### src/core/msc_pkg.sv
package msc_pkg;

  // ----------------------------------------
  // Register indices (byte address = 4 * index)
  // ----------------------------------------
  localparam logic [7:0] IDX_SRD = 8'h19;
  localparam logic [7:0] IDX_THR = 8'h1F;
  localparam logic [7:0] IDX_WST = 8'h3A;
  localparam logic [7:0] IDX_MWC = 8'h69;
  localparam logic [7:0] IDX_UCR = 8'h6A;
  localparam logic [7:0] IDX_PC1 = 8'h6B;
  localparam logic [7:0] IDX_APC = 8'h6C;

  // ----------------------------------------
  // Field positions
  // ----------------------------------------
  localparam int MWC_EN     = 7;
  localparam int MWC_MODE   = 6;
  localparam int UCR_MP_EN  = 7;
  localparam int UCR_FIFO   = 6;
  localparam int UCR_SLV    = 4;
  localparam int UCR_MP_RST = 3;
  localparam int UCR_FF_RST = 2;
  localparam int UCR_PATH   = 0;
  localparam int PC1_DEVRST = 7;
  localparam int PC1_SLEEP  = 6;
  localparam int PC1_CYCLE  = 5;
  localparam int PC1_STBY   = 4;
  localparam int APC_XA     = 5;
  localparam int APC_YA     = 4;
  localparam int APC_ZA     = 3;
  localparam int WST_X      = 7;
  localparam int WST_Y      = 6;
  localparam int WST_Z      = 5;

  // ----------------------------------------
  // Reset values and writable masks
  // ----------------------------------------
  localparam logic [7:0] RST_MWC  = 8'h00;
  localparam logic [7:0] RST_UCR  = 8'h00;
  localparam logic [7:0] RST_PC1  = 8'h40;
  localparam logic [7:0] RST_APC  = 8'h00;
  localparam logic [7:0] RST_SRD  = 8'h00;
  localparam logic [7:0] RST_THR  = 8'h00;
  localparam logic [7:0] MASK_MWC = 8'hC0;
  localparam logic [7:0] MASK_UCR = 8'hC0;
  localparam logic [7:0] MASK_PC1 = 8'h70;
  localparam logic [7:0] MASK_APC = 8'h3F;

  // ----------------------------------------
  // Timing
  // ----------------------------------------
  localparam int CLK_PERIOD_PS     = 4000;
  localparam int EIGHT_MHZ_PERIOD_PS = 125000;
  localparam int PATH_RST_CYCLES   = EIGHT_MHZ_PERIOD_PS / CLK_PERIOD_PS;
  localparam int WAKE_BASE_US      = 1000;
  localparam int WAKE_BASE_CYCLES  = (WAKE_BASE_US * 1000000) / CLK_PERIOD_PS;

  // ----------------------------------------
  // Motion processor run states
  // ----------------------------------------
  typedef enum logic [1:0] {
    MSC_MP_OFF,
    MSC_MP_RUN,
    MSC_MP_DRAIN
  } msc_mp_state_t;

endpackage : msc_pkg

### src/core/msc_pulse.sv
`timescale 1ns/10ps
`default_nettype none

module msc_pulse #(
  parameter int LEN = 31
) (
  // Clock and reset
  input  wire logic clk_i,
  input  wire logic rst_i,
  // Trigger and pulse
  input  wire logic start_i,
  output var  logic pulse_o
);

  localparam int CW = $clog2(LEN + 1);

  logic [CW-1:0] cnt_q;

  // A retrigger while the pulse runs restarts the full length.
  always_ff @(posedge clk_i) begin
    if (rst_i) begin
      cnt_q   <= '0;
      pulse_o <= 1'b0;
    end else if (start_i) begin
      cnt_q   <= CW'(LEN - 1);
      pulse_o <= 1'b1;
    end else if (cnt_q != '0) begin
      cnt_q   <= cnt_q - CW'(1);
    end else begin
      pulse_o <= 1'b0;
    end
  end

endmodule : msc_pulse

`default_nettype wire

### src/core/msc_regs.sv
`timescale 1ns/10ps
`default_nettype none

module msc_regs #(
  parameter int AW               = 10,
  parameter int WAKE_BASE_CYCLES = msc_pkg::WAKE_BASE_CYCLES
) (
  // Clock and reset
  input  wire logic              clk_i,
  input  wire logic              rst_i,
  // Wishbone slave
  input  wire logic              wb_cyc_i,
  input  wire logic              wb_stb_i,
  input  wire logic              wb_we_i,
  input  wire logic [AW-1:0]     wb_adr_i,
  input  wire logic [3:0]        wb_sel_i,
  input  wire logic [31:0]       wb_dat_i,
  output var  logic [31:0]       wb_dat_o,
  output var  logic              wb_ack_o,
  // Accelerometer samples
  input  wire logic              accel_valid_i,
  input  wire logic [15:0]       accel_x_i,
  input  wire logic [15:0]       accel_y_i,
  input  wire logic [15:0]       accel_z_i,
  // Motion processor
  input  wire logic              mp_done_i,
  input  wire logic              rate_8khz_i,
  output var  logic              mp_run_o,
  output var  logic              mp_reset_o,
  // FIFO and serial slave
  output var  logic              fifo_host_access_o,
  output var  logic              fifo_reset_o,
  output var  logic              slave_reset_o,
  // Sensor paths and power
  output var  logic              path_reset_o,
  output var  logic              device_reset_o,
  output var  logic              sleep_o,
  output var  logic              gyro_drive_en_o,
  output var  logic              pll_en_o,
  output var  logic              gyro_sense_en_o,
  output var  logic              accel_wake_o,
  output var  logic              accel_sample_o,
  output var  logic [2:0]        wake_flags_o
);

  // ----------------------------------------
  // Functions
  // ----------------------------------------
  function automatic logic [16:0] abs_diff(input logic [15:0] a, input logic [15:0] b);
    logic signed [16:0] d;
    d = $signed({a[15], a}) - $signed({b[15], b});
    abs_diff = d[16] ? 17'(-d) : 17'(d);
  endfunction : abs_diff

  function automatic logic hit(input logic [16:0] diff, input logic [7:0] thr);
    hit = diff > {9'h000, thr};
  endfunction : hit

  // ----------------------------------------
  // Bus decode
  // ----------------------------------------
  logic [7:0]  idx;
  logic        req;
  logic        wr;
  logic        rd;
  logic [7:0]  wdat;
  logic        srst;

  logic [7:0]  mwc_q;
  logic [7:0]  ucr_q;
  logic [7:0]  pc1_q;
  logic [7:0]  apc_q;
  logic [7:0]  srd_q;
  logic [7:0]  thr_q;
  logic [7:0]  wst_q;
  logic        slv_q;
  logic        mprst_q;
  logic        ffrst_q;
  logic        devrst_q;
  logic        path_start;

  assign idx  = wb_adr_i[AW-1:2];
  assign req  = wb_cyc_i & wb_stb_i;
  // Writes land at the edge where ack is seen, matching the master.
  assign wr   = req & wb_we_i & wb_ack_o & wb_sel_i[0];
  assign rd   = req & ~wb_we_i & wb_ack_o;
  assign wdat = wb_dat_i[7:0];
  assign srst = rst_i | devrst_q;

  always_ff @(posedge clk_i) begin
    if (rst_i) begin
      wb_ack_o <= 1'b0;
    end else begin
      wb_ack_o <= req & ~wb_ack_o;
    end
  end

  always_ff @(posedge clk_i) begin
    if (rst_i) begin
      wb_dat_o <= 32'h0000_0000;
    end else if (req & ~wb_ack_o) begin
      case (idx)
        msc_pkg::IDX_MWC: wb_dat_o <= {24'h000000, mwc_q & msc_pkg::MASK_MWC};
        msc_pkg::IDX_UCR: wb_dat_o <= {24'h000000, ucr_q[7:6], 1'b0, slv_q, mprst_q, ffrst_q, 1'b0,
                                       path_start | path_reset_o};
        msc_pkg::IDX_PC1: wb_dat_o <= {24'h000000, devrst_q, pc1_q[6:4], 4'h0};
        msc_pkg::IDX_APC: wb_dat_o <= {24'h000000, apc_q};
        msc_pkg::IDX_SRD: wb_dat_o <= {24'h000000, srd_q};
        msc_pkg::IDX_THR: wb_dat_o <= {24'h000000, thr_q};
        msc_pkg::IDX_WST: wb_dat_o <= {24'h000000, wst_q};
        default:          wb_dat_o <= 32'h0000_0000;
      endcase
    end
  end

  // ----------------------------------------
  // Stored control registers
  // ----------------------------------------
  always_ff @(posedge clk_i) begin
    if (srst) begin
      mwc_q <= msc_pkg::RST_MWC;
      ucr_q <= msc_pkg::RST_UCR;
      pc1_q <= msc_pkg::RST_PC1;
      apc_q <= msc_pkg::RST_APC;
      srd_q <= msc_pkg::RST_SRD;
      thr_q <= msc_pkg::RST_THR;
    end else if (wr) begin
      case (idx)
        msc_pkg::IDX_MWC: mwc_q <= wdat & msc_pkg::MASK_MWC;
        msc_pkg::IDX_UCR: ucr_q <= wdat & msc_pkg::MASK_UCR;
        msc_pkg::IDX_PC1: pc1_q <= wdat & msc_pkg::MASK_PC1;
        msc_pkg::IDX_APC: apc_q <= wdat & msc_pkg::MASK_APC;
        msc_pkg::IDX_SRD: srd_q <= wdat;
        msc_pkg::IDX_THR: thr_q <= wdat;
        default: ;
      endcase
    end
  end

  // ----------------------------------------
  // Self-clearing strobes
  // ----------------------------------------
  logic wr_ucr;
  logic wr_pc1;

  assign wr_ucr     = wr & (idx == msc_pkg::IDX_UCR);
  assign wr_pc1     = wr & (idx == msc_pkg::IDX_PC1);
  assign path_start = wr_ucr & wdat[msc_pkg::UCR_PATH];

  // Each strobe is high for exactly the cycle after the write.
  always_ff @(posedge clk_i) begin
    if (srst) begin
      slv_q   <= 1'b0;
      mprst_q <= 1'b0;
      ffrst_q <= 1'b0;
    end else begin
      slv_q   <= wr_ucr & wdat[msc_pkg::UCR_SLV];
      mprst_q <= wr_ucr & wdat[msc_pkg::UCR_MP_RST];
      ffrst_q <= wr_ucr & wdat[msc_pkg::UCR_FF_RST];
    end
  end

  always_ff @(posedge clk_i) begin
    if (rst_i) begin
      devrst_q <= 1'b0;
    end else begin
      devrst_q <= wr_pc1 & wdat[msc_pkg::PC1_DEVRST];
    end
  end

  always_ff @(posedge clk_i) begin
    if (rst_i) begin
      mp_reset_o     <= 1'b0;
      fifo_reset_o   <= 1'b0;
      slave_reset_o  <= 1'b0;
      device_reset_o <= 1'b0;
    end else begin
      mp_reset_o     <= wr_ucr & wdat[msc_pkg::UCR_MP_RST];
      fifo_reset_o   <= wr_ucr & wdat[msc_pkg::UCR_FF_RST];
      slave_reset_o  <= wr_ucr & wdat[msc_pkg::UCR_SLV];
      device_reset_o <= wr_pc1 & wdat[msc_pkg::PC1_DEVRST];
    end
  end

  // The 8 MHz period is not a whole number of cycles; the pulse is cut to 31.
  msc_pulse #(
    .LEN (msc_pkg::PATH_RST_CYCLES)
  ) u_path_pulse (
    .clk_i   (clk_i),
    .rst_i   (srst),
    .start_i (path_start),
    .pulse_o (path_reset_o)
  );

  // ----------------------------------------
  // Motion processor run control
  // ----------------------------------------
  msc_pkg::msc_mp_state_t mp_state_q;
  logic                   sensors_off;

  always_ff @(posedge clk_i) begin
    if (srst | mprst_q) begin
      mp_state_q <= msc_pkg::MSC_MP_OFF;
    end else begin
      case (mp_state_q)
        msc_pkg::MSC_MP_OFF:   if (ucr_q[msc_pkg::UCR_MP_EN]) begin
          mp_state_q <= msc_pkg::MSC_MP_RUN;
        end
        msc_pkg::MSC_MP_RUN:   if (!ucr_q[msc_pkg::UCR_MP_EN]) begin
          mp_state_q <= msc_pkg::MSC_MP_DRAIN;
        end
        msc_pkg::MSC_MP_DRAIN: if (ucr_q[msc_pkg::UCR_MP_EN]) begin
          mp_state_q <= msc_pkg::MSC_MP_RUN;
        end else if (mp_done_i) begin
          mp_state_q <= msc_pkg::MSC_MP_OFF;
        end
        default:               mp_state_q <= msc_pkg::MSC_MP_OFF;
      endcase
    end
  end

  assign sensors_off = &apc_q[5:0];

  always_ff @(posedge clk_i) begin
    if (rst_i) begin
      mp_run_o           <= 1'b0;
      fifo_host_access_o <= 1'b0;
    end else begin
      mp_run_o           <= (mp_state_q != msc_pkg::MSC_MP_OFF) & ~(sensors_off & rate_8khz_i);
      fifo_host_access_o <= ucr_q[msc_pkg::UCR_FIFO];
    end
  end

  // ----------------------------------------
  // Power management and duty cycling
  // ----------------------------------------
  localparam int BW = $clog2(WAKE_BASE_CYCLES + 1);

  logic          cyc_active;
  logic          accel_all_off;
  logic          tick;
  logic [BW-1:0] base_q;
  logic [7:0]    div_q;

  assign cyc_active    = pc1_q[msc_pkg::PC1_CYCLE] & ~pc1_q[msc_pkg::PC1_SLEEP] & ~pc1_q[msc_pkg::PC1_STBY];
  assign accel_all_off = apc_q[msc_pkg::APC_XA] & apc_q[msc_pkg::APC_YA] & apc_q[msc_pkg::APC_ZA];
  assign tick          = (base_q == BW'(WAKE_BASE_CYCLES - 1)) & (div_q == srd_q);

  // Wake period is (divider + 1) base intervals.
  always_ff @(posedge clk_i) begin
    if (srst | ~cyc_active) begin
      base_q <= '0;
      div_q  <= 8'h00;
    end else if (base_q == BW'(WAKE_BASE_CYCLES - 1)) begin
      base_q <= '0;
      div_q  <= (div_q == srd_q) ? 8'h00 : div_q + 8'h01;
    end else begin
      base_q <= base_q + BW'(1);
    end
  end

  always_ff @(posedge clk_i) begin
    if (rst_i) begin
      accel_wake_o    <= 1'b0;
      accel_sample_o  <= 1'b0;
      sleep_o         <= 1'b1;
      gyro_drive_en_o <= 1'b0;
      pll_en_o        <= 1'b0;
      gyro_sense_en_o <= 1'b0;
    end else begin
      accel_wake_o    <= cyc_active & tick;
      accel_sample_o  <= cyc_active & tick & ~accel_all_off;
      sleep_o         <= pc1_q[msc_pkg::PC1_SLEEP];
      gyro_drive_en_o <= ~pc1_q[msc_pkg::PC1_SLEEP];
      pll_en_o        <= ~pc1_q[msc_pkg::PC1_SLEEP];
      gyro_sense_en_o <= ~pc1_q[msc_pkg::PC1_SLEEP] & ~pc1_q[msc_pkg::PC1_STBY];
    end
  end

  // ----------------------------------------
  // Wake-on-motion comparison
  // ----------------------------------------
  logic        wom_en;
  logic        have_ref_q;
  logic [15:0] ref_x_q;
  logic [15:0] ref_y_q;
  logic [15:0] ref_z_q;
  logic [2:0]  hits;
  logic        wst_clr;

  assign wom_en  = mwc_q[msc_pkg::MWC_EN];
  assign hits[2] = wom_en & have_ref_q & accel_valid_i & hit(abs_diff(accel_x_i, ref_x_q), thr_q);
  assign hits[1] = wom_en & have_ref_q & accel_valid_i & hit(abs_diff(accel_y_i, ref_y_q), thr_q);
  assign hits[0] = wom_en & have_ref_q & accel_valid_i & hit(abs_diff(accel_z_i, ref_z_q), thr_q);
  assign wst_clr = rd & (idx == msc_pkg::IDX_WST);

  always_ff @(posedge clk_i) begin
    if (srst | ~wom_en | path_reset_o) begin
      have_ref_q <= 1'b0;
      ref_x_q    <= 16'h0000;
      ref_y_q    <= 16'h0000;
      ref_z_q    <= 16'h0000;
    end else if (accel_valid_i & (~have_ref_q | mwc_q[msc_pkg::MWC_MODE])) begin
      have_ref_q <= 1'b1;
      ref_x_q    <= accel_x_i;
      ref_y_q    <= accel_y_i;
      ref_z_q    <= accel_z_i;
    end
  end

  // Flags clear on read; a hit in the same cycle wins.
  always_ff @(posedge clk_i) begin
    if (srst) begin
      wst_q <= 8'h00;
    end else begin
      wst_q[msc_pkg::WST_X] <= hits[2] | (wst_q[msc_pkg::WST_X] & ~wst_clr);
      wst_q[msc_pkg::WST_Y] <= hits[1] | (wst_q[msc_pkg::WST_Y] & ~wst_clr);
      wst_q[msc_pkg::WST_Z] <= hits[0] | (wst_q[msc_pkg::WST_Z] & ~wst_clr);
    end
  end

  assign wake_flags_o = wst_q[7:5];

  // ----------------------------------------
  // Assertions
  // ----------------------------------------
  logic [7:0] plen_q;

  always_ff @(posedge clk_i) begin
    if (rst_i | ~path_reset_o) begin
      plen_q <= 8'h00;
    end else begin
      plen_q <= plen_q + 8'h01;
    end
  end

  property p_mp_rst_one;
    @(posedge clk_i) disable iff (rst_i) mp_reset_o |=> !mp_reset_o;
  endproperty
  a_mp_rst_one: assert property (p_mp_rst_one) else $error("processor reset longer than one cycle");

  property p_ff_rst_one;
    @(posedge clk_i) disable iff (rst_i) $rose(fifo_reset_o) |=> !fifo_reset_o && !ffrst_q;
  endproperty
  a_ff_rst_one: assert property (p_ff_rst_one) else $error("fifo reset did not self clear");

  property p_path_len;
    @(posedge clk_i) disable iff (rst_i) $fell(path_reset_o) |-> $past(plen_q) == 8'(msc_pkg::PATH_RST_CYCLES - 1);
  endproperty
  a_path_len: assert property (p_path_len) else $error("path reset pulse length wrong");

  property p_path_start;
    @(posedge clk_i) disable iff (srst) path_start |=> path_reset_o;
  endproperty
  a_path_start: assert property (p_path_start) else $error("path reset did not start");

  property p_sleep_boot;
    @(posedge clk_i) $fell(rst_i) |-> sleep_o ##1 sleep_o;
  endproperty
  a_sleep_boot: assert property (p_sleep_boot) else $error("chip not asleep after reset");

  property p_standby;
    @(posedge clk_i) disable iff (srst)
      (pc1_q[msc_pkg::PC1_STBY] && !pc1_q[msc_pkg::PC1_SLEEP]) |=> gyro_drive_en_o && pll_en_o && !gyro_sense_en_o;
  endproperty
  a_standby: assert property (p_standby) else $error("standby power state wrong");

  property p_no_sample;
    @(posedge clk_i) disable iff (srst) (cyc_active && tick && accel_all_off) |=> accel_wake_o && !accel_sample_o;
  endproperty
  a_no_sample: assert property (p_no_sample) else $error("sample taken with all axes off");

  property p_freeze;
    @(posedge clk_i) disable iff (srst | mprst_q)
      (mp_state_q == msc_pkg::MSC_MP_DRAIN && !ucr_q[msc_pkg::UCR_MP_EN] && mp_done_i) |=> ##1 !mp_run_o;
  endproperty
  a_freeze: assert property (p_freeze) else $error("processor did not freeze after done");

  property p_flag_x;
    @(posedge clk_i) disable iff (srst) hits[2] |=> wake_flags_o[2];
  endproperty
  a_flag_x: assert property (p_flag_x) else $error("x wake flag not raised");

  property p_fifo_access;
    @(posedge clk_i) disable iff (rst_i) !ucr_q[msc_pkg::UCR_FIFO] ##1 !ucr_q[msc_pkg::UCR_FIFO] |-> !fifo_host_access_o;
  endproperty
  a_fifo_access: assert property (p_fifo_access) else $error("fifo access not blocked");

endmodule : msc_regs

`default_nettype wire

### config.mk
export PLATFORM = sky130hd
export DESIGN_NAME = msc_regs
export DESIGN_NICKNAME = d
export VERILOG_FILES = /design/src/core/msc_pkg.sv /design/src/core/msc_pulse.sv /design/src/core/msc_regs.sv
export SDC_FILE = /design/constraint.sdc
export NUM_CORES = 1
export LEC_CHECK = 0
export BUFFER_PORTS_ARGS = -buffer_cell sky130_fd_sc_hd__buf_2
export CORE_ASPECT_RATIO = 0.8
export CORE_MARGIN = 4
export CORE_UTILIZATION = 45
export CTS_CLUSTER_SIZE = 12
export DETAILED_ROUTE_END_ITERATION = 8
export PLACE_DENSITY = 0.65
export SYNTH_ARGS = -nofsm -noshare
export SYNTH_HDL_FRONTEND = slang
export SYNTH_SLANG_ARGS = --single-unit
### constraint.sdc
create_clock -name clk_i -period 10.4 [get_ports clk_i]
set_input_delay 1.56 -clock clk_i [delete_from_list [all_inputs] [get_ports clk_i]]
set_output_delay 1.56 -clock clk_i [all_outputs]
set_load 0.005 [all_outputs]
==> impl_metrics.py, run 1 <==
metrics = {
    "sta": {
        "final-max-slew-violation-count": 0,
        "fin_crit_sh_pct": 52.8,
        "whs_ns": 0.451,
        "setup_viol": 0,
        "relSlewSlack_pct": 42.0,
        "final.min_clock_period_ns": 5.50,
        "worstMarginPinSlew_ns": 0.862,
        "clock.fmax_mhz": 182,
        "rsz0062_at_grt": "false",
        "fin_tns_setup_ns": 0,
        "finalHoldViolCount": 0,
        "skew_ns": 0.0118,
    },
    "place": {
        "placed_cell_area_mm2": 0.0109,
        "dp_hpwl_um": 19000,
        "place_congestion": 0.879,
        "port_buffers": 97,
    },
    "final_layout": {
        "finalNetCount": 1590,
        "syn2layout_area_growth_pct": 12.3,
        "drive_gt1_share_pct": 11.8,
        "regArea_mm2": 0.00276,
        "utilization_pct": 51.2,
        "layout_commonest_cell": "nand2_1",
        "design_area_mm2": 0.0115,
        "fillers": 2161,
        "final_cell_mix": "nand2_1, dfxtp_1, nor2_1",
        "diodes": 0,
        "multi_input_comb_area_mm2": 0.00689,
    },
    "clocking": {
        "max-clock-path-buffers": 2,
        "path_clk_slew_ns": 0.07,
        "h-tree-depth": 4,
        "cts_root_buf": "clkbuf_16",
        "post_cts_buffers": 0,
        "cts_tree": "built",
        "clock_latency_ns": 0.44,
        "cts_hold_buffers": 0,
        "post_cts_resized": 0,
        "numCtsBuffers": 17,
        "clock-sinks": 138,
    },
    "drt": {
        "drt_iter0_drc": 677,
        "drcViolationCount": 0,
        "avgViaCountPerCell": 5.49,
        "antenna_left": 0,
        "vias": 9477,
        "wirelength_um": 25300,
        "wl_per_cell_um": 14.6,
        "dr.pass1.iters": 5,
    },
    "setup_path": {
        "worstPathMaxFanout": 9,
        "critPathLaunchType": "input pin",
        "required_ns": 10.73,
        "path_class": "input pin to flop",
        "cp-end-kind": "flop",
        "crit_arrival_ns": 5.82,
    },
    "global_route": {
        "grt_max_degree": 50,
        "grt_pass1_wl_um": 42200,
        "grt-ovfl-total": 0,
        "grt_pass1_vias": 8604,
        "antenna_found_initial": 0,
        "grt_use_total_pct": 20.0,
    },
    "pwr": {
        "power.density_mw_per_mm2": 127,
        "p_leak_nw": 4.61,
        "ir_drop_mv": 0.0944,
        "power.total_mw": 1.46,
    },
    "die": {
        "row_count": 49,
        "io_pins": 151,
        "die_area_mm2": 0.0252,
        "core_area_mm2": 0.0224,
        "initial_core_util_pct": 45.6,
        "die_h_um": 143,
        "die_x_um": 177,
    },
    "synthesis": {
        "ys_seq_area_share_pct": 27.0,
        "synthFlopType": "dfxtp_1",
        "synth_area_per_cell_um2": 7.68,
        "netlist_instances": 1332,
        "netlist_area_mm2": 0.0102,
        "synth_seq_cells": 138,
        "yosysUniqueCellTypes": 83,
        "synthArstFlopShare_pct": 0,
        "synth-edff-count": 0,
        "yosysWarningCount": 0,
    },
    "job": {
        "maxCapViolations": 0,
    },
    "worst_hold_path": {
        "min_path_type": "flop to flop",
    },
    "status": {
        "status": "completed",
    },
}
final cells by class:
class / instances / area share, %
Clock inverter: 15 / 1.55
Inverter: 82 / 2.68
Timing Repair Buffer: 104 / 4.68
Tap cell: 306 / 3.33
Clock buffer: 17 / 3.70
Multi-Input combinational cell: 1064 / 60.0
Sequential cell: 138 / 24.1
logic make-up (layout without fill, tap and decap cells):
logic type,count (synthesis),after routing,share of synthesized area [%]
AND/OR/NAND/NOR,526,526,24.8
AO/OA/AOI/OAI,319,319,21.0
buffers and inverters,153,218,6.67
flip-flops,138,138,27.0
adder cells (fa/ha/maj),81,81,10.1
XOR/XNOR,72,72,6.17
multiplexers,42,42,4.21
other,1,24,0.0367
critical path, cell delays in order:
cell and delay [ns]:
buf_2 0.09, inv_1 0.04, ha_1 0.24, fa_1 0.45, nor2b_4 0.16, o2111a_1 0.26, o21ai_0 0.16, a21oi_1 0.25
o21ai_0 0.19, nand2_1 0.31, nor2_1 0.10, xor2_1 0.16, ha_1 0.29, a21o_1 0.16, a21o_1 0.17, a21o_1 0.17
a211oi_1 0.22, o21ai_0 0.14, a21oi_1 0.13, o311a_1 0.16, o311ai_0 0.12, o31a_1 0.29
synth_stat cells, types with 7 or more instances:
master / instances / share of area, %
a211o_1: 9 / 0.77
a211oi_1: 18 / 1.3
a21o_1: 21 / 1.5
a21oi_1: 104 / 5.1
a221oi_1: 8 / 0.69
a311oi_1: 7 / 0.60
a31oi_1: 10 / 0.61
and2_1: 19 / 1.2
and3_1: 15 / 0.92
and4_1: 7 / 0.60
buf_4: 26 / 1.9
clkbuf_1: 38 / 1.4
dfxtp_1: 138 / 27
ha_1: 78 / 9.5
inv_1: 82 / 3.0
mux2i_1: 37 / 3.6
nand2_1: 177 / 6.5
nand2b_1: 11 / 0.67
nand3_1: 34 / 1.7
nand4_1: 18 / 1.1
nor2_1: 137 / 5.0
nor2b_1: 20 / 1.2
nor3_1: 21 / 1.0
nor4_1: 10 / 0.61
o211ai_1: 8 / 0.59
o21a_1: 9 / 0.66
o21ai_0: 44 / 2.2
o31ai_1: 9 / 0.66
or2_2: 10 / 0.61
or3_1: 13 / 0.80
xnor2_1: 29 / 2.5
xor2_1: 43 / 3.7
power breakdown:
group | switching, mW | leakage, nW | internal [mW]
Clock | 0.294 | 0.291 | 0.325
Sequential | 0.00470 | 1.11 | 0.536
Combinational | 0.173 | 3.21 | 0.126
stage by stage:
step | cells | setup WS, ns
final | 1726 | 4.90
after CTS | 1726 | 4.97
after detailed placement | 1694 | 4.53
after global routing | 1726 | 4.62
after floorplan | 1355 | 5.10
after global placement | 1694 | 4.57
metal layers:
metal	vias up	routed length (um)	GRT usage (%)
met1	4411	12900	29.2
met4	0	222	4.68
met5	-	0	0
met3	18	1160	3.28
li1	4847	-	-
met2	201	11000	31.2
sequential cells by signal, summed over array words and instances (netlist names), 5 cells and up:
signal              cells
ref_x_q                16
wb_dat_o                8
div_q                   8
ref_y_q                16
thr_q                   8
base_q                 18
u_path_pulse.cnt_q      5
ref_z_q                16
srd_q                   8
apc_q                   6
final timing paths:
kind / from / endpoint / slack (ns) / depth (start not counted)
hold reg to reg: base_q[0] / base_q[0] / 0.45 / 1
setup reg to reg: ref_z_q[0] / wst_q[5] / 5.85 / 20
hold / removal: base_q[0] / base_q[0] / 0.45 / 1
setup / recovery: accel_z_i[0] / wst_q[5] / 4.90 / 22
Power figures use the tool's default switching activity.
==> run 2: changes to the inputs <==
==> constraint.sdc (replaced) <==
create_clock -name clk_i -period 5.1 [get_ports clk_i]
set_input_delay 0.765 -clock clk_i [delete_from_list [all_inputs] [get_ports clk_i]]
set_output_delay 0.765 -clock clk_i [all_outputs]
set_load 0.005 [all_outputs]
==> impl_metrics.py, run 2 (synthesis gave the netlist of run 1 again) <==
metrics = {
    "die": {
        "initial_core_util_pct": 45.6,
        "io_pins": 151,
        "row_count": 49,
        "die_h_um": 143,
        "die_area_mm2": 0.0252,
        "core_area_mm2": 0.0224,
        "die_x_um": 177,
    },
    "worst_hold_path": {
        "hold_start": "ref_z_q[6]",
        "min_path_type": "flop to flop",
    },
    "setup_path": {
        "reg2regPathDepth": 20,
        "crit_chain": "buf_2, inv_1, ha_1, fa_1, nor2b_4, o2111a_1, o21ai_0, a21oi_1, o21ai_0, nand2_1, nor2_1, xor2_1, ha_1, a21o_1, a21o_1, a21o_1, a211oi_1, o21ai_0, a21oi_1, o311a_1, o311ai_0, o31a_1",
        "cp_slowest_cell": "fa_1",
        "crit_arrival_ns": 4.82,
        "crit_family": "compound AO/OA/AOI/OAI gates",
        "critPathLaunchType": "input pin",
        "path_class": "input pin to flop",
        "crit_buf_inv": 2,
        "max_stage_delay_ns": 0.45,
        "required_ns": 5.43,
        "ff2ff_setup_slack_ns": 0.74,
        "worstPathMaxFanout": 4,
        "startpoint": "accel_z_i[0]",
        "crit_path_end": "wst_q[5]",
        "reg2reg_from": "ref_z_q[0]",
        "cp-end-kind": "flop",
        "timing.rr.end": "wst_q[5]",
        "crit_cells": 22,
    },
    "sta": {
        "setup_slack_ns": 0.607,
        "clock.fmax_mhz": 223,
        "finalHoldViolCount": 0,
        "fin_tns_setup_ns": 0,
        "final.min_clock_period_ns": 4.49,
        "worstMarginPinSlew_ns": 0.905,
        "rsz0062_at_grt": "false",
        "relSlewSlack_pct": 39.1,
        "final-max-slew-violation-count": 0,
        "setup_viol": 0,
        "skew_ns": 0.0153,
        "fin_crit_sh_pct": 88.1,
    },
    "clocking": {
        "max-clock-path-buffers": 2,
        "numCtsBuffers": 17,
        "cts_hold_buffers": 0,
        "h-tree-depth": 4,
        "post_cts_resized": 0,
        "clock-sinks": 138,
        "cts_root_buf": "clkbuf_16",
        "cts_tree": "built",
        "post_cts_buffers": 0,
        "clock_latency_ns": 0.44,
        "path_clk_slew_ns": 0.07,
    },
    "drt": {
        "wl_per_cell_um": 14.7,
        "wirelength_um": 25300,
        "drt_iter0_drc": 717,
        "drcViolationCount": 0,
        "avgViaCountPerCell": 5.47,
        "vias": 9451,
        "dr.pass1.iters": 5,
        "antenna_left": 0,
    },
    "final_layout": {
        "syn2layout_area_growth_pct": 12.4,
        "largest-register": "base_q",
        "finalNonFillerCells": 1729,
        "largest_reg_flops": 18,
        "drive_gt1_share_pct": 11.9,
        "final_cell_mix": "nand2_1, dfxtp_1, nor2_1",
        "finalNetCount": 1592,
        "layout_commonest_cell": "nand2_1",
    },
    "place": {
        "dp_hpwl_um": 18900,
        "placed_cells": 1696,
        "place_ws_ns": 0.217,
        "port_buffers": 97,
        "place_congestion": 0.884,
    },
    "global_route": {
        "antenna_found_initial": 1,
        "grt_use_met3_pct": 3.47,
        "grt.busiest_layer": "met2",
        "grt_pass1_vias": 8478,
        "grt_util_met1_pct": 29.4,
        "grtUsageMet2_pct": 30.7,
        "grt-ovfl-total": 0,
        "grt_use_total_pct": 20.0,
        "grt_max_degree": 50,
        "grt_pass1_wl_um": 42100,
    },
    "job": {
        "maxCapViolations": 0,
    },
    "pwr": {
        "ir_drop_mv": 0.179,
        "power.density_mw_per_mm2": 259,
        "p_leak_nw": 4.62,
    },
    "status": {
        "status": "completed",
    },
}
[run 2: cell types whose count changed in the layout (fill, tap and decap cells not counted)]
cell	before	now
diode_2	0	1
buf_4	7	9
clkinvlp_4	1	2
inv_8	4	8
clkinv_8	5	3
inv_6	5	2
[run 2: area by class of cell]
type	instances	area (um2)
antenna	1	2.50
clock buffer	17	425
clock inverter	15	171
fill	2248	10900
inverter	82	308
multi-input combinational	1064	6890
sequential	138	2760
tap	306	383
timing repair buffer	106	553
[run 2: worst register-to-register path: cells and delay by family, from the launching register on]
kind | cells | cell delay, ns
compound gates | 13 | 2.57
fa+ha+maj | 3 | 0.78
simple gates | 3 | 0.41
flops | 1 | 0.34
xor+xnor | 1 | 0.16
[run 2: how the worst min path moves through the flow]
stage | slack, ns | endpoint | depth (start not counted)
after floorplan | 0.41 | base_q[0] | 1
after global placement | 0.42 | base_q[0] | 1
after detailed placement | 0.45 | ref_z_q[4] | 2
after CTS | 0.46 | ref_z_q[4] | 2
after global routing | 0.47 | ref_y_q[14] | 2
final | 0.45 | ref_z_q[6] | 2
[run 2: metal layers]
layer	share of wire [%]	wire (um)	vias up
met3	5.2	1320	32
met5	0	0	-
li1	-	-	4872
met2	43	10800	219
met4	1.3	338	0
met1	51	12900	4328
[run 2: stage by stage]
step	utilization [%]	hold WS [ns]	power, mW	instance area (um2)
3_5_place_dp	48.6	0.446	1.73	10900
4_1_cts	51.2	0.456	3.01	11500
6_report	51.2	0.454	2.98	11500
5_1_grt	51.2	0.469	3.14	11500
3_3_place_gp	48.6	0.425	1.72	10900
2_1_floorplan	-	0.413	1.60	10300
[run 2: power by group]
group,internal (mW),switching (mW)
Clock,0.663,0.606
Sequential,1.09,0.00954
Combinational,0.259,0.350
Total,2.01,0.965
==> run 3: changes to the inputs <==
--- a/config.mk
+++ b/config.mk
@@ -6,12 +6,14 @@
 export NUM_CORES = 1
 export LEC_CHECK = 0
 export BUFFER_PORTS_ARGS = -buffer_cell sky130_fd_sc_hd__buf_2
+export CELL_PAD_IN_SITES_DETAIL_PLACEMENT = 2
+export CELL_PAD_IN_SITES_GLOBAL_PLACEMENT = 2
 export CORE_ASPECT_RATIO = 0.8
 export CORE_MARGIN = 4
-export CORE_UTILIZATION = 45
+export CORE_UTILIZATION = 34
 export CTS_CLUSTER_SIZE = 12
 export DETAILED_ROUTE_END_ITERATION = 8
-export PLACE_DENSITY = 0.65
+export PLACE_DENSITY_LB_ADDON = 0.1
 export SYNTH_ARGS = -nofsm -noshare
 export SYNTH_HDL_FRONTEND = slang
 export SYNTH_SLANG_ARGS = --single-unit
==> impl_metrics.py, run 3 (synthesis gave the netlist of run 1 again) <==
metrics = {
    "status": {
        "status": "completed",
    },
    "global_route": {
        "antenna_found_initial": 0,
        "grt-ovfl-total": 0,
        "grt_use_met3_pct": 2.72,
        "grt_util_met1_pct": 27.5,
        "grtUsageMet2_pct": 35.1,
        "grt_pass1_wl_um": 54900,
        "grt_max_degree": 39,
        "grt_pass1_vias": 10400,
        "grt.busiest_layer": "met2",
        "grt_use_total_pct": 20.3,
    },
    "setup_path": {
        "worstPathMaxFanout": 4,
        "crit_buf_inv": 2,
        "path_class": "input pin to flop",
        "crit_arrival_ns": 4.93,
        "required_ns": 5.43,
        "crit_family": "compound AO/OA/AOI/OAI gates",
        "cp-end-kind": "flop",
        "crit_chain": "buf_2, inv_1, ha_1, fa_1, nor2b_4, o2111a_1, o21ai_0, a21oi_1, o21ai_0, nand2_1, nor2_1, xor2_1, ha_1, a21o_1, a21o_1, a21o_1, a211oi_1, o21ai_0, a21oi_1, o311a_1, o311ai_0, o31a_1",
        "critPathLaunchType": "input pin",
        "cp_slowest_cell": "fa_1",
        "max_stage_delay_ns": 0.45,
    },
    "drt": {
        "antenna_left": 0,
        "vias": 9869,
        "dr.pass1.iters": 5,
        "drt_iter0_drc": 397,
        "wl_per_cell_um": 18.4,
        "avgViaCountPerCell": 5.38,
        "drcViolationCount": 0,
        "wirelength_um": 33800,
    },
    "sta": {
        "fin_crit_sh_pct": 90.2,
        "whs_ns": 0.448,
        "clock.fmax_mhz": 217,
        "finalHoldViolCount": 0,
        "rsz0062_at_grt": "false",
        "skew_ns": 0.0163,
        "setup_viol": 0,
        "fin_tns_setup_ns": 0,
        "final-max-slew-violation-count": 0,
        "final.min_clock_period_ns": 4.60,
        "relSlewSlack_pct": 25.7,
        "worstMarginPinSlew_ns": 1.10,
    },
    "clocking": {
        "cts_hold_buffers": 0,
        "post_cts_buffers": 0,
        "post_cts_resized": 0,
        "path_clk_slew_ns": 0.08,
        "cts_tree": "built",
        "clock-sinks": 138,
        "cts_root_buf": "clkbuf_16",
        "numCtsBuffers": 17,
        "max-clock-path-buffers": 2,
        "clock_latency_ns": 0.45,
        "h-tree-depth": 4,
    },
    "worst_hold_path": {
        "min_path_type": "flop to flop",
    },
    "die": {
        "io_pins": 151,
        "initial_core_util_pct": 34.7,
        "die_h_um": 163,
        "core_area_mm2": 0.0295,
        "die_x_um": 202,
        "die_area_mm2": 0.0329,
        "row_count": 56,
    },
    "final_layout": {
        "diodes": 0,
        "layout_commonest_cell": "nand2_1",
        "final_cell_mix": "nand2_1, dfxtp_1, nor2_1",
        "finalNetCount": 1599,
        "syn2layout_area_growth_pct": 14.3,
        "largest-register": "base_q",
        "largest_reg_flops": 18,
        "drive_gt1_share_pct": 12.3,
    },
    "place": {
        "dp_hpwl_um": 26100,
        "port_buffers": 97,
        "place_congestion": 0.791,
    },
    "pwr": {
        "p_leak_nw": 4.67,
        "power.density_mw_per_mm2": 264,
        "ir_drop_mv": 0.225,
    },
    "job": {
        "maxCapViolations": 0,
    },
}
==> run 3: path summary, 6_finish.rpt <==
| path | from | to | slack, ns | cells after the start |
|---|---|---|---|---|
| min | base_q[0] | base_q[0] | 0.45 | 1 |
| max | accel_z_i[0] | wst_q[5] | 0.50 | 22 |
| min reg2reg | base_q[0] | base_q[0] | 0.45 | 1 |
| max reg2reg | ref_z_q[2] | wst_q[5] | 0.65 | 20 |
==> run 3: layout make-up <==
cell class / instances / area, um2
repair buffers: 113 / 606
well taps: 406 / 508
fillers: 3447 / 17800
multi-input cells: 1064 / 6890
clock buffers: 17 / 425
inverters: 82 / 308
clock inverters: 15 / 189
flip-flops and latches: 138 / 2760
==> run 3: where the power goes <==
part           total, mW  switching, mW  internal (mW)
Clock               1.33          0.653          0.672
Sequential          1.10         0.0100           1.09
Combinational      0.654          0.390          0.264
==> run 3: routing by layer <==
metal / vias up / share of wire (%)
met2: 121 / 48
met5: - / 0
met4: 0 / 0.67
met3: 17 / 2.8
met1: 4875 / 49
li1: 4856 / -
==> run 3: per-stage QoR <==
| stage | area (um2) | utilization, % | setup WS (ns) | power [mW] | cells |
|---|---|---|---|---|---|
| finish | 11700 | 39.6 | 0.498 | 3.08 | 1835 |
| global route | 11700 | 39.6 | 0.102 | 3.25 | 1835 |
| CTS | 11700 | 39.6 | 0.480 | 3.12 | 1835 |
| detailed placement | 11100 | 37.5 | 0.0516 | 1.78 | 1803 |
| global placement | 11100 | 37.5 | 0.172 | 1.75 | 1803 |
| floorplan | 10300 | - | 0.595 | 1.60 | 1355 |
